==> src/core/dcsw_pkg.sv <==
// Package for the drive command/state word interpreter.
// Assumes a single 25 MHz clock domain and a plain strobe register port.
package dcsw_pkg;

	// Register word indices on the plain port
	localparam logic [3:0] DCSW_ADDR_CMD     = 4'h0; // Command word, write
	localparam logic [3:0] DCSW_ADDR_STATE   = 4'h1; // State word, read
	localparam logic [3:0] DCSW_ADDR_SPDREF  = 4'h2; // Speed reference, read and write
	localparam logic [3:0] DCSW_ADDR_ACTFREQ = 4'h3; // Actual frequency, read
	localparam logic [3:0] DCSW_ADDR_CFG     = 4'h4; // Gating and option config
	localparam logic [3:0] DCSW_ADDR_ACTION  = 4'h5; // Decoded actions, read

	// Command word bit positions
	localparam int unsigned CB_REF_LO  = 0;
	localparam int unsigned CB_DCBRK_N = 2;
	localparam int unsigned CB_COAST_N = 3;
	localparam int unsigned CB_QSTOP_N = 4;
	localparam int unsigned CB_HOLD_N  = 5;
	localparam int unsigned CB_START   = 6;
	localparam int unsigned CB_RESET   = 7;
	localparam int unsigned CB_JOG     = 8;
	localparam int unsigned CB_RAMP2   = 9;
	localparam int unsigned CB_VALID   = 10;
	localparam int unsigned CB_RELAY1  = 11;
	localparam int unsigned CB_RELAY2  = 12;
	localparam int unsigned CB_SETUP_LO = 13;
	localparam int unsigned CB_REVERSE = 15;

	// Config register field positions
	localparam int unsigned CF_REF_GATE   = 0;  // 2 bits
	localparam int unsigned CF_COAST_GATE = 2;  // 2 bits
	localparam int unsigned CF_START_GATE = 4;  // 2 bits
	localparam int unsigned CF_SETUP_GATE = 6;  // 2 bits
	localparam int unsigned CF_REV_GATE   = 8;  // 2 bits
	localparam int unsigned CF_RELAY1_CW  = 10;
	localparam int unsigned CF_RELAY2_CW  = 11;
	localparam int unsigned CF_MULTI_SETUP = 12;

	// Reset values
	localparam logic [15:0] CMD_RESET_VAL = 16'h0000;
	localparam logic [15:0] CFG_RESET_VAL = 16'h0000; // Reversing from digital input
	localparam logic [15:0] REF_RESET_VAL = 16'h0000;
	localparam logic [15:0] REF_FULL_SCALE = 16'h4000; // 100 percent

	// Gating selections for combining a command bit with a digital input
	typedef enum logic [1:0] {
		DCSW_GATE_DIN = 2'h0,
		DCSW_GATE_BUS = 2'h1,
		DCSW_GATE_AND = 2'h2,
		DCSW_GATE_OR  = 2'h3
	} dcsw_gate_t;

	// Digital input functions
	typedef struct packed {
		logic [1:0] ref_sel;
		logic       coast_n;
		logic       start;
		logic [1:0] setup_sel;
		logic       reverse;
		logic       dc_brake;
		logic       coast_stop;
		logic       reset_coast;
	} dcsw_din_t;

	// Drive condition inputs feeding the state word
	typedef struct packed {
		logic control_ready;
		logic drive_ready;
		logic trip;
		logic error_no_trip;
		logic trip_lock;
		logic warning;
		logic speed_at_ref;
		logic bus_ctrl_ok;
		logic freq_in_limit;
		logic running;
		logic overtemp_hold;
		logic dc_volt_bad;
		logic current_limit;
		logic thermal_over;
		logic link_fault;
	} dcsw_cond_t;

	// Decoded drive actions
	typedef struct packed {
		logic [1:0] ref_index;
		logic       dc_brake;
		logic       coast;
		logic       quick_stop;
		logic       freeze;
		logic       ramp_stop;
		logic       start_ok;
		logic       jog;
		logic       ramp_set2;
		logic       relay1;
		logic       relay2;
		logic [1:0] setup;
		logic       reverse;
	} dcsw_act_t;

endpackage : dcsw_pkg

==> src/core/dcsw_core.sv <==
// Command word interpreter and state word builder for a drive.
// Assumes software on the 25 MHz clock drives the strobe port; digital
// inputs and drive conditions arrive asynchronously and are synchronised.
//
// Chosen here: the register offsets and the address-and-strobe port.
`timescale 1ns/1ps
`default_nettype none

// What this block does
// - Command bits 1:0 pick one of four preset references.
// - Bit 2 low applies DC brake and stop; high ramps normally.
// - Bit 3 low coasts at once; high allows start.
// - Bit 4 low performs quick stop on quick-stop ramp.
// - Bit 5 low freezes output frequency.
// - Frozen output stops only by coast, DC brake or matching inputs.
// - Bit 6 low ramps to stop; high permits start.
// - Trip reset only on rising edge of bit 7.
// - Bit 8 high selects jog speed.
// - Bit 9 selects ramp set 1 or 2.
// - Whole word ignored while bit 10 is low.
// - Bits 11, 12 drive relays only when relay follows the word.
// - Bits 14:13 select set-up when multi set-up enabled.
// - Bit 15 reverses only with bus, OR or AND reversing source.
// - Reference, coast, start, set-up combine with inputs per gating.
// - State bits 0..2: control ready, drive ready, start enabled.
// - State bits 3,4,6 flag trip, error, triplock; bit 5 zero.
// - State bits 7,13,14,15 flag warning, voltage, current, thermal.
// - State bits 8..11 flag at-speed, bus control, limits, running or start permitted.
// - State bit 12 flags over-temperature hold with auto restart.
// - Link fault forces whole state word to zero.
// - Reference and frequency are signed with 0x4000 as 100 percent.
module dcsw_core
	import dcsw_pkg::*;
(
	input  wire logic        ref_clk_i,
	input  wire logic        resetn_i,
	input  wire logic [3:0]  addr_i,
	input  wire logic [15:0] wdata_i,
	input  wire logic        wr_i,
	input  wire logic        rd_i,
	input  wire dcsw_din_t   din_i,
	input  wire dcsw_cond_t  cond_i,
	input  wire logic [15:0] act_freq_i,
	output logic      [15:0] rdata_o,
	output dcsw_act_t        act_o,
	output logic             trip_reset_o,
	output logic      [15:0] speed_ref_o
);

	// Registers and synchronisers
	logic [15:0] cmd_q;
	logic [15:0] cfg_q;
	logic [15:0] ref_q;
	logic        reset_bit_q;
	dcsw_din_t   din_s1_q, din_s2_q;
	dcsw_cond_t  cond_s1_q, cond_s2_q;
	logic [15:0] afq_s1_q, afq_s2_q;
	dcsw_act_t   act_d;
	logic [15:0] state_d;

	// Combine one bus bit with its input function per gating choice
	function automatic logic gate_bit(input logic [1:0] sel, input logic bus_b,
		input logic din_b);
		unique case (dcsw_gate_t'(sel))
			DCSW_GATE_DIN: gate_bit = din_b;
			DCSW_GATE_BUS: gate_bit = bus_b;
			DCSW_GATE_AND: gate_bit = bus_b & din_b;
			DCSW_GATE_OR:  gate_bit = bus_b | din_b;
		endcase
	endfunction : gate_bit

	// Two-stage synchronisers for asynchronous inputs
	always_ff @(posedge ref_clk_i) begin
		if (!resetn_i) begin
			din_s1_q  <= '0;
			din_s2_q  <= '0;
			cond_s1_q <= '0;
			cond_s2_q <= '0;
			afq_s1_q  <= '0;
			afq_s2_q  <= '0;
		end else begin
			din_s1_q  <= din_i;
			din_s2_q  <= din_s1_q;
			cond_s1_q <= cond_i;
			cond_s2_q <= cond_s1_q;
			afq_s1_q  <= act_freq_i; // Sampled word may tear; producer holds it steady
			afq_s2_q  <= afq_s1_q;
		end
	end

	// Command word is taken only while its valid bit is set
	always_ff @(posedge ref_clk_i) begin
		if (!resetn_i) begin
			cmd_q <= CMD_RESET_VAL;
		end else if (wr_i && addr_i == DCSW_ADDR_CMD && wdata_i[CB_VALID]) begin
			cmd_q <= wdata_i;
		end
	end

	// Config and speed reference registers
	always_ff @(posedge ref_clk_i) begin
		if (!resetn_i) begin
			cfg_q <= CFG_RESET_VAL;
			ref_q <= REF_RESET_VAL;
		end else if (wr_i) begin
			if (addr_i == DCSW_ADDR_CFG) begin
				cfg_q <= wdata_i;
			end
			if (addr_i == DCSW_ADDR_SPDREF) begin
				ref_q <= wdata_i;
			end
		end
	end

	// Decode actions from the held command word and inputs
	always_comb begin
		logic frz;
		logic stop_by_ramp;
		frz = 1'b0;
		stop_by_ramp = 1'b0;
		act_d = '0;
		act_d.ref_index[0] = gate_bit(cfg_q[CF_REF_GATE +: 2], cmd_q[CB_REF_LO],
			din_s2_q.ref_sel[0]);
		act_d.ref_index[1] = gate_bit(cfg_q[CF_REF_GATE +: 2], cmd_q[CB_REF_LO + 1],
			din_s2_q.ref_sel[1]);
		act_d.dc_brake = ~cmd_q[CB_DCBRK_N] | din_s2_q.dc_brake;
		act_d.coast = ~gate_bit(cfg_q[CF_COAST_GATE +: 2], cmd_q[CB_COAST_N],
			din_s2_q.coast_n) | din_s2_q.coast_stop | din_s2_q.reset_coast;
		frz = ~cmd_q[CB_HOLD_N];
		act_d.freeze = frz;
		// Frozen output ignores quick stop and ramp stop
		act_d.quick_stop = ~cmd_q[CB_QSTOP_N] & ~frz;
		stop_by_ramp = ~gate_bit(cfg_q[CF_START_GATE +: 2], cmd_q[CB_START],
			din_s2_q.start);
		act_d.ramp_stop = stop_by_ramp & ~frz;
		act_d.start_ok = ~stop_by_ramp & ~act_d.coast & ~act_d.dc_brake
			& ~act_d.quick_stop;
		act_d.jog = cmd_q[CB_JOG];
		act_d.ramp_set2 = cmd_q[CB_RAMP2];
		act_d.relay1 = cmd_q[CB_RELAY1] & cfg_q[CF_RELAY1_CW];
		act_d.relay2 = cmd_q[CB_RELAY2] & cfg_q[CF_RELAY2_CW];
		if (cfg_q[CF_MULTI_SETUP]) begin
			act_d.setup[0] = gate_bit(cfg_q[CF_SETUP_GATE +: 2], cmd_q[CB_SETUP_LO],
				din_s2_q.setup_sel[0]);
			act_d.setup[1] = gate_bit(cfg_q[CF_SETUP_GATE +: 2], cmd_q[CB_SETUP_LO + 1],
				din_s2_q.setup_sel[1]);
		end
		act_d.reverse = gate_bit(cfg_q[CF_REV_GATE +: 2], cmd_q[CB_REVERSE],
			din_s2_q.reverse);
	end

	// State word assembly; a link fault blanks every bit
	always_comb begin
		state_d = '0;
		if (!cond_s2_q.link_fault) begin
			state_d[0]  = cond_s2_q.control_ready & ~cond_s2_q.trip;
			state_d[1]  = cond_s2_q.drive_ready;
			state_d[2]  = ~act_d.coast;
			state_d[3]  = cond_s2_q.trip;
			state_d[4]  = cond_s2_q.error_no_trip;
			state_d[6]  = cond_s2_q.trip_lock;
			state_d[7]  = cond_s2_q.warning;
			state_d[8]  = cond_s2_q.speed_at_ref;
			state_d[9]  = cond_s2_q.bus_ctrl_ok;
			state_d[10] = cond_s2_q.freq_in_limit;
			state_d[11] = cond_s2_q.running | act_d.start_ok;
			state_d[12] = cond_s2_q.overtemp_hold;
			state_d[13] = cond_s2_q.dc_volt_bad;
			state_d[14] = cond_s2_q.current_limit;
			state_d[15] = cond_s2_q.thermal_over;
		end
	end

	// Action outputs and speed reference registered
	always_ff @(posedge ref_clk_i) begin
		if (!resetn_i) begin
			act_o       <= '0;
			speed_ref_o <= REF_RESET_VAL;
		end else begin
			act_o       <= act_d;
			speed_ref_o <= ref_q;
		end
	end

	// Reset pulse on leading edge of bit 7; a held level never repeats it
	always_ff @(posedge ref_clk_i) begin
		if (!resetn_i) begin
			reset_bit_q  <= 1'b0;
			trip_reset_o <= 1'b0;
		end else begin
			reset_bit_q  <= cmd_q[CB_RESET];
			trip_reset_o <= cmd_q[CB_RESET] & ~reset_bit_q;
		end
	end

	// Read data valid in the cycle after the read strobe only
	always_ff @(posedge ref_clk_i) begin
		if (!resetn_i) begin
			rdata_o <= '0;
		end else if (rd_i) begin
			unique case (addr_i)
				DCSW_ADDR_STATE:   rdata_o <= state_d;
				DCSW_ADDR_ACTFREQ: rdata_o <= afq_s2_q;
				DCSW_ADDR_CFG:     rdata_o <= cfg_q;
				DCSW_ADDR_SPDREF:  rdata_o <= ref_q;
				DCSW_ADDR_ACTION:  rdata_o <= {1'b0, act_d}; // Actions are 15 bits wide
				default:           rdata_o <= '0;
			endcase
		end else begin
			rdata_o <= '0;
		end
	end

	// Checks: an invalid command write leaves the held word alone
	AST_VALID_GATE: assert property (
		@(posedge ref_clk_i) disable iff (!resetn_i)
		(wr_i && addr_i == DCSW_ADDR_CMD && !wdata_i[CB_VALID]) |=> $stable(cmd_q))
		else $error("Command word changed without valid bit");

	// A valid command write lands on the next edge
	AST_VALID_TAKE: assert property (
		@(posedge ref_clk_i) disable iff (!resetn_i)
		(wr_i && addr_i == DCSW_ADDR_CMD && wdata_i[CB_VALID]) |=> cmd_q == $past(wdata_i))
		else $error("Valid command word not taken");

	// Trip reset follows only a 0 to 1 step of bit 7
	AST_RESET_EDGE: assert property (
		@(posedge ref_clk_i) disable iff (!resetn_i)
		trip_reset_o |-> $past(cmd_q[CB_RESET], 1) && !$past(cmd_q[CB_RESET], 2))
		else $error("Trip reset without rising edge");

	// Trip reset is a single-cycle pulse
	AST_RESET_PULSE: assert property (
		@(posedge ref_clk_i) disable iff (!resetn_i)
		trip_reset_o |=> !trip_reset_o)
		else $error("Trip reset longer than one cycle");

	// DC brake command blocks any start
	AST_DC_BRAKE: assert property (
		@(posedge ref_clk_i) disable iff (!resetn_i)
		!cmd_q[CB_DCBRK_N] |=> act_o.dc_brake && !act_o.start_ok)
		else $error("DC brake not applied");

	// Frozen output ignores quick stop and ramp stop
	AST_FREEZE: assert property (
		@(posedge ref_clk_i) disable iff (!resetn_i)
		!cmd_q[CB_HOLD_N] |=> act_o.freeze && !act_o.quick_stop && !act_o.ramp_stop)
		else $error("Frozen output stopped by ramp");

	// Relay 1 stays off unless it follows the command word
	AST_RELAY: assert property (
		@(posedge ref_clk_i) disable iff (!resetn_i)
		!cfg_q[CF_RELAY1_CW] |=> !act_o.relay1)
		else $error("Relay driven without config");

	// Relay 2 stays off unless it follows the command word
	AST_RELAY2: assert property (
		@(posedge ref_clk_i) disable iff (!resetn_i)
		!cfg_q[CF_RELAY2_CW] |=> !act_o.relay2)
		else $error("Second relay driven without config");

	// Set-up select is held at the first set-up without multi set-up
	AST_SETUP: assert property (
		@(posedge ref_clk_i) disable iff (!resetn_i)
		!cfg_q[CF_MULTI_SETUP] |=> act_o.setup == 2'h0)
		else $error("Set-up changed without multi set-up");

	// Link fault blanks the whole state word
	AST_LINK_LOSS: assert property (
		@(posedge ref_clk_i) disable iff (!resetn_i)
		(rd_i && addr_i == DCSW_ADDR_STATE && cond_s2_q.link_fault) |=> rdata_o == 16'h0000)
		else $error("State word not blanked on link fault");

	// Unused state bit always reads zero
	AST_BIT5: assert property (
		@(posedge ref_clk_i) disable iff (!resetn_i)
		(rd_i && addr_i == DCSW_ADDR_STATE) |=> !rdata_o[5])
		else $error("Unused state bit set");

	// Bus-gated reference index copies command bits 1:0
	AST_REF_SELECT: assert property (
		@(posedge ref_clk_i) disable iff (!resetn_i)
		(cfg_q[CF_REF_GATE +: 2] == DCSW_GATE_BUS)
		|=> act_o.ref_index == $past(cmd_q[CB_REF_LO +: 2]))
		else $error("Reference index does not follow command");

	// Bus-gated coast command releases the motor and blocks start
	AST_COAST_BUS: assert property (
		@(posedge ref_clk_i) disable iff (!resetn_i)
		(cfg_q[CF_COAST_GATE +: 2] == DCSW_GATE_BUS && !cmd_q[CB_COAST_N])
		|=> act_o.coast && !act_o.start_ok)
		else $error("Coast command not applied");

	// Quick stop acts when the output is not frozen
	AST_QUICK_STOP: assert property (
		@(posedge ref_clk_i) disable iff (!resetn_i)
		(!cmd_q[CB_QSTOP_N] && cmd_q[CB_HOLD_N]) |=> act_o.quick_stop)
		else $error("Quick stop not applied");

	// Coasting stop input still stops a frozen output
	AST_FREEZE_COAST: assert property (
		@(posedge ref_clk_i) disable iff (!resetn_i)
		(!cmd_q[CB_HOLD_N] && din_s2_q.coast_stop) |=> act_o.coast)
		else $error("Coast input ignored while frozen");

	// Bus-gated ramp stop acts when not frozen
	AST_RAMP_STOP: assert property (
		@(posedge ref_clk_i) disable iff (!resetn_i)
		(cfg_q[CF_START_GATE +: 2] == DCSW_GATE_BUS && !cmd_q[CB_START] && cmd_q[CB_HOLD_N])
		|=> act_o.ramp_stop && !act_o.start_ok)
		else $error("Ramp stop not applied");

	// Jog follows bit 8 one cycle later
	AST_JOG: assert property (
		@(posedge ref_clk_i) disable iff (!resetn_i)
		act_o.jog == $past(cmd_q[CB_JOG]))
		else $error("Jog does not follow command");

	// Ramp set follows bit 9 one cycle later
	AST_RAMP_SET: assert property (
		@(posedge ref_clk_i) disable iff (!resetn_i)
		act_o.ramp_set2 == $past(cmd_q[CB_RAMP2]))
		else $error("Ramp set does not follow command");

	// With the input as reversing source the bus bit has no effect
	AST_REVERSE_DIN: assert property (
		@(posedge ref_clk_i) disable iff (!resetn_i)
		(cfg_q[CF_REV_GATE +: 2] == DCSW_GATE_DIN)
		|=> act_o.reverse == $past(din_s2_q.reverse))
		else $error("Reverse not taken from input");

	// Input-gated start with the input low never permits a start
	AST_GATE_DIN: assert property (
		@(posedge ref_clk_i) disable iff (!resetn_i)
		(cfg_q[CF_START_GATE +: 2] == DCSW_GATE_DIN && !din_s2_q.start)
		|=> !act_o.start_ok)
		else $error("Start permitted without input");

	// Trip clears control ready and raises the trip flag
	AST_STATE_READY: assert property (
		@(posedge ref_clk_i) disable iff (!resetn_i)
		(rd_i && addr_i == DCSW_ADDR_STATE && !cond_s2_q.link_fault && cond_s2_q.trip)
		|=> !rdata_o[0] && rdata_o[3])
		else $error("Trip not shown in state word");

	// Error and lock flags mirror their conditions
	AST_STATE_ERROR: assert property (
		@(posedge ref_clk_i) disable iff (!resetn_i)
		(rd_i && addr_i == DCSW_ADDR_STATE && !cond_s2_q.link_fault)
		|=> rdata_o[4] == $past(cond_s2_q.error_no_trip)
		&& rdata_o[6] == $past(cond_s2_q.trip_lock))
		else $error("Error flags wrong in state word");

	// Warning, voltage, current and thermal flags mirror their conditions
	AST_STATE_WARN: assert property (
		@(posedge ref_clk_i) disable iff (!resetn_i)
		(rd_i && addr_i == DCSW_ADDR_STATE && !cond_s2_q.link_fault)
		|=> rdata_o[7] == $past(cond_s2_q.warning)
		&& rdata_o[13] == $past(cond_s2_q.dc_volt_bad)
		&& rdata_o[14] == $past(cond_s2_q.current_limit)
		&& rdata_o[15] == $past(cond_s2_q.thermal_over))
		else $error("Warning flags wrong in state word");

	// Speed and bus control flags mirror their conditions
	AST_STATE_SPEED: assert property (
		@(posedge ref_clk_i) disable iff (!resetn_i)
		(rd_i && addr_i == DCSW_ADDR_STATE && !cond_s2_q.link_fault)
		|=> rdata_o[8] == $past(cond_s2_q.speed_at_ref)
		&& rdata_o[9] == $past(cond_s2_q.bus_ctrl_ok))
		else $error("Speed flags wrong in state word");

	// Over-temperature hold flag mirrors its condition
	AST_STATE_HOLD: assert property (
		@(posedge ref_clk_i) disable iff (!resetn_i)
		(rd_i && addr_i == DCSW_ADDR_STATE && !cond_s2_q.link_fault)
		|=> rdata_o[12] == $past(cond_s2_q.overtemp_hold))
		else $error("Hold flag wrong in state word");

	// Speed reference output copies the register one cycle later
	AST_SPEED_COPY: assert property (
		@(posedge ref_clk_i) disable iff (!resetn_i)
		speed_ref_o == $past(ref_q))
		else $error("Speed reference output lags");

	// Main scenarios
	COV_RESET: cover property (@(posedge ref_clk_i) disable iff (!resetn_i) trip_reset_o);
	COV_JOG: cover property (@(posedge ref_clk_i) disable iff (!resetn_i) act_o.jog);
	COV_LINK: cover property (@(posedge ref_clk_i) disable iff (!resetn_i)
		rd_i && cond_s2_q.link_fault);
	COV_FREEZE: cover property (@(posedge ref_clk_i) disable iff (!resetn_i) act_o.freeze);
	COV_SETUP: cover property (@(posedge ref_clk_i) disable iff (!resetn_i)
		act_o.setup == 2'h3);

endmodule : dcsw_core

`default_nettype wire

==> config.mk <==
export PLATFORM = sky130hd
export DESIGN_NAME = dcsw_core
export DESIGN_NICKNAME = d
export VERILOG_FILES = /design/src/core/dcsw_pkg.sv /design/src/core/dcsw_core.sv
export SDC_FILE = /design/constraint.sdc
export NUM_CORES = 1
export LEC_CHECK = 0
export BUFFER_PORTS_ARGS = -buffer_cell sky130_fd_sc_hd__buf_2
export CAP_MARGIN = 30
export CORE_MARGIN = 5
export CORE_UTILIZATION = 58
export CTS_CLUSTER_DIAMETER = 150
export DETAILED_ROUTE_END_ITERATION = 8
export PLACE_DENSITY = 0.85
export SLEW_MARGIN = 10
export SYNTH_ARGS = -nofsm -noshare
export SYNTH_HDL_FRONTEND = slang
export SYNTH_SLANG_ARGS = --single-unit
==> constraint.sdc <==
create_clock -name ref_clk_i -period 3.35 [get_ports ref_clk_i]
set_input_delay 0.67 -clock ref_clk_i [delete_from_list [all_inputs] [get_ports ref_clk_i]]
set_output_delay 0.67 -clock ref_clk_i [all_outputs]
set_load 0.01 [all_outputs]
## Word level (Yosys, flattened, before mapping)

Index checks and enable logic that the tools add are counted.

| word-level totals | value |
|---|---|
| input bits | 65 |
| bits in registers | 179 |
| word-level logic and storage cells | 147 |
| output and inout bits | 48 |

| cells by class | value |
|---|---|
| mux-type cells | 11 |
| equal/unequal tests | 20 |
| reductions and logical operators | 11 |
| bitwise logic cells | 37 |

Operator list:

| kind | count |
|---|---|
| 16-bit case mux with 5 select lines | 1 |
| 1-bit case mux with 4 select lines | 7 |
| 2-bit equality test (second input constant) | 10 |
| 1-bit AND | 16 |
| 1-bit bitwise OR | 11 |
| 2-bit by 1-bit equality test with 1-bit output (second input constant) | 5 |
| 2-bit zero test | 5 |
| 10-bit two-way mux | 1 |
| 1-bit NOT | 10 |
| 4-bit by 2-bit equality test with 1-bit output (second input constant) | 2 |
| 4-bit by 3-bit equality test with 1-bit output (second input constant) | 2 |
| 2-bit AND reduction | 3 |
| 5-bit two-way mux | 1 |
| 4-bit by 1-bit equality test with 1-bit output (second input constant) | 1 |
| 4-bit zero test | 1 |
| 1-bit logical AND | 2 |
| 2-bit two-way mux | 1 |

## Logic depth before layout (Yosys ltp)

| depth | value |
|---|---|
| depth after elaboration | 12 |
| gate-level depth with buffers | 7 |
| depth with buffers taken out | 4 |

## Worst setup path before layout

Ideal clock, no wire load.

| timing path | value |
|---|---|
| kind | input port to flip-flop |
| start point | input port addr_i[0] |
| end point | register rdata_o[11] |
| required time | 3.276 ns |
| setup time | 0.074 ns |
| slack | 1.135 ns |
| path buffers | 1 |
| arrival | 2.140 ns |
| stages on the path | 5 |
| cells stage by stage | buf_4 > or3b_1 > or3_1 > or4b_1 > a31oi_1 |

| between the ends | value |
|---|---|
| word-level cells in the longest chain between the ends | 2 |
| elaborated cells between the ends (all ways) | 6 |
| classes of those cells | eq/ne (5); mux (1) |

RTL lines:

| what | RTL line | text |
|---|---|---|
| start: declaration | dcsw_core.sv:37 | `input wire logic [3:0] addr_i,` |
| 4-bit by 3-bit equality test with 1-bit output (tied with other cells) | dcsw_core.sv:201 | `unique case (addr_i)` |
| 16-bit case mux with 5 select lines (*) | dcsw_core.sv:201 |  |
| end signal: assignment | dcsw_core.sv:202 | `DCSW_ADDR_STATE: rdata_o <= state_d;` |
| end signal: assignment | dcsw_core.sv:203 | `DCSW_ADDR_ACTFREQ: rdata_o <= afq_s2_q;` |
| end signal: assignment | dcsw_core.sv:204 | `DCSW_ADDR_CFG: rdata_o <= cfg_q;` |
| end: declaration | dcsw_core.sv:44 | `output logic [15:0] rdata_o,` |

Every way passes the cells marked *; elsewhere a longest branch is shown, timed or not.
A chain may end at the register's enable or synchronous reset.

## Worst setup path in the final report

Ends and elaborated chain as after synthesis.

==> reports/metrics.csv <==
stage;metric;value;unit
outcome;status;completed;
timing;fmax;534.1;MHz
finish;drive_above_1_share;22.55;%
logic_synthesis;yosysWarnings;0;
logic_synthesis;syn_inst;586;
setup_path;crit_type;input port to flip-flop;
logic_synthesis;synth_seq_area_share;61.53;%
floorplan;dieArea;12080;µm²
timing;rsz0062_at_grt;no;
min_path;min_path_type;input port to flip-flop;
finish;layoutNonFillerInstCount;838;
logic_synthesis;syn_area;5792;µm²
drt;initialDrtViolationCount;450;
power;leakage;2.899;nW
finish;post-route-util;71.75;%
power;swShare;22.31;%
place;dpl_cell_area;6455;µm²
clocking;holdBufCountCts;0;
power;power_frac_comb;4.0;%
logic_synthesis;yosys.area.top_type_share;61.53;%
timing;slew_viol_final;0;
logic_synthesis;synth_top_area_cell;dfxtp_1;
clocking;clock-sinks;178;
drt;wl_per_cell;17.29;µm
power;power.share.sequential;52.2;%
logic_synthesis;netlist_top_cells_area;dfxtp_1 62%, and2_1 11%, nand2_1 7.1%;
place;dp_slack;957.8;ps
global_routing;grt_start_max_net_pins;111;
global_routing;antenna_found_initial;1;
setup_path;crit_required;3800;ps
logic_synthesis;synth_compound_area_share;12.42;%
drt;ant_nets;0;
power;internal_power;3.266;mW
setup_path;arrival;2320;ps
clocking;cts_tree;built;
timing;relSlewSlack;47.39;%
clocking;cts_inserted_buffers;17;
global_routing;first_global_vias;4315;
logic_synthesis;synth_top_family_by_area;simple AND/OR/NAND/NOR gates;
global_routing;grt_use_total;25.02;%
timing;worst_pin_slew;789.1;ps
job;cap_violations;0;
global_routing;globalRouteOverflowTotal;0;
finish;stdcell_area;7013;µm²
place;dp.final_hpwl;10120;µm
setup_path;crit_path_start_kind;input port;
floorplan;core_region_area;9774;µm²
logic_synthesis;muxShareOfSynthArea;0;%
timing;final_hold_viol_count;0;
timing;fin_ws;1478;ps
clocking;clockBufferDepth;2;
floorplan;chipHeight;109.9;µm
drt;dr.pass1.iters;5;
clocking;cts-root-buf;clkbuf_8;
logic_synthesis;synth_edf_count;0;
power;pwr-share-clk;43.8;%
logic_synthesis;synth-async-reset-ratio;0;%
place;io_buffers;112;
drt;wl;14490;µm
power;ir_worst_vdd;0.0003487;V
drt;vias;4548;
finish;nets;757;
logic_synthesis;synth-seq-cells;178;
clocking;clock_latency;530;ps
setup_path;crit_path_end_kind;flip-flop;
logic_synthesis;yosysMostFrequentCell;dfxtp_1;
global_routing;grt_pass1_wl;22330;µm
power;p_switching;0.9380;mW
place;gp_congestion;0.9407;
timing;finalSetupViolCount;0;
floorplan;ioPinCount;113;
place;dpl.cell_count;806;
timing;finalClockSkew;7.192;ps
drt;drc;0;
drt;drt-vias-per-instance;5.427;
logic_synthesis;synth_ff_type;dfxtp_1;
setup_path;path_max_fanout;9;
floorplan;rows;36;
logic_synthesis;synth_xor_area_share;0;%
logic_synthesis;synth.distinct_cells;42;
floorplan;die-width;109.9;µm
clocking;cts_max_level;4;
finish;fillers;725;
clocking;clk_pin_slew_worst_paths;70;ps
clocking;cts_resized;0;
floorplan;initial_utilization;59.25;%
logic_synthesis;avgSynthCellArea;9.884;µm²
clocking;post_cts_buffers;0;
logic_synthesis;synthTopCellsByCount;178 x dfxtp_1, 109 x nand2_1, 106 x and2_1;
finish;area_growth;21.08;%
logic_synthesis;synthSimpleGateAreaFrac;23.46;%
logic_synthesis;syn_nets;651;
finish;diodes;0;
logic_synthesis;synthAdderAreaFrac;0;%
power;power.density;599.4;nW/µm²
timing;tns;0;ps
timing;period_share;55.89;%
timing;fin_crit;1872;ps
through the flow:
stage / total power [mW] / hold WS (ps)
3_5_place_dp: 2.409 / 384.3
5_1_grt: 4.340 / 324.0
6_report: 4.204 / 341.0
4_1_cts: 4.222 / 320.9
3_3_place_gp: 2.402 / 373.9
2_1_floorplan: 2.324 / 367.4
layer usage:
| metal | share of wire, % | wire [µm] | vias up | GRT usage, % |
|---|---|---|---|---|
| met4 | 4.0 | 577 | 2 | 13.80 |
| met3 | 7.6 | 1100 | 41 | 5.696 |
| met2 | 48 | 6952 | 208 | 39.30 |
| met5 | 0.048 | 7 | - | 0 |
| met1 | 40 | 5850 | 2120 | 31.81 |
| li1 | - | - | 2177 | - |
final cells by class:
| class | instances | area [µm²] | area share [%] |
|---|---|---|---|
| timing repair buffer | 122 | 635.6 | 9.063 |
| multi-input combinational | 370 | 2078 | 29.63 |
| sequential | 178 | 3563 | 50.81 |
| tap | 133 | 166.4 | 2.373 |
| clock inverter | 13 | 126.4 | 1.802 |
| clock buffer | 19 | 431.7 | 6.155 |
| inverter | 3 | 11.26 | 0.1606 |
worst max-delay path: stages:
cell and delay, ps:
buf_2 180, or3b_1 390, or3_1 360, or4b_1 540, a31oi_1 180
power by group through the flow:
stage | Sequential, mW | Combinational [mW] | Clock [mW]
2_1_floorplan | 2.24 | 0.0880 | 0
3_5_place_dp | 2.24 | 0.166 | 0
3_3_place_gp | 2.24 | 0.160 | 0
4_1_cts | 2.20 | 0.167 | 1.86
5_1_grt | 2.20 | 0.187 | 1.95
6_report | 2.20 | 0.168 | 1.84
sequential cells by signal, summed over array words and instances (netlist names):
| name | cells |
|---|---|
| din_s1_q | 10 |
| speed_ref_o | 16 |
| afq_s1_q | 16 |
| din_s2_q | 10 |
| ref_q | 16 |
| rdata_o | 16 |
| cond_s2_q | 15 |
| cmd_q | 15 |
| trip_reset_o | 1 |
| afq_s2_q | 16 |
| act_o | 15 |
| reset_bit_q | 1 |
| cond_s1_q | 15 |
| cfg_q | 16 |
placed cells by master (no fill, tap or decap), drive strengths merged, types with 2 or more instances in the layout:
master    n
clkbuf   19
a21oi    58
nand3b    5
a22oi    12
inv       6
nor2b     2
and2    107
nand2   109
clkinv    8
o22ai     2
and3      5
nand3     3
nor3      2
a31oi     9
nor2      8
dfxtp   178
o21bai    6
a222oi    9
a32oi     3
buf     122
nand2b    3
or2       3
a221oi    2
nor4b     2
a21o      6
worst paths after layout:
kind	startpoint	end	slack, ps	cells past startpoint
max	addr_i[0]	rdata_o[11]	1480	5
min	din_i[8]	din_s1_q[8]	340	2
max reg2reg	cfg_q[3]	rdata_o[7]	1720	4
min reg2reg	reset_bit_q	trip_reset_o	390	1
kinds of logic after synthesis:
logic type | count (synthesis)
AOI/OAI and AO/OA | 112
buffers and inverters | 38
DFF | 178
and+or+nand+nor | 258
Power figures use the tool's default switching activity.
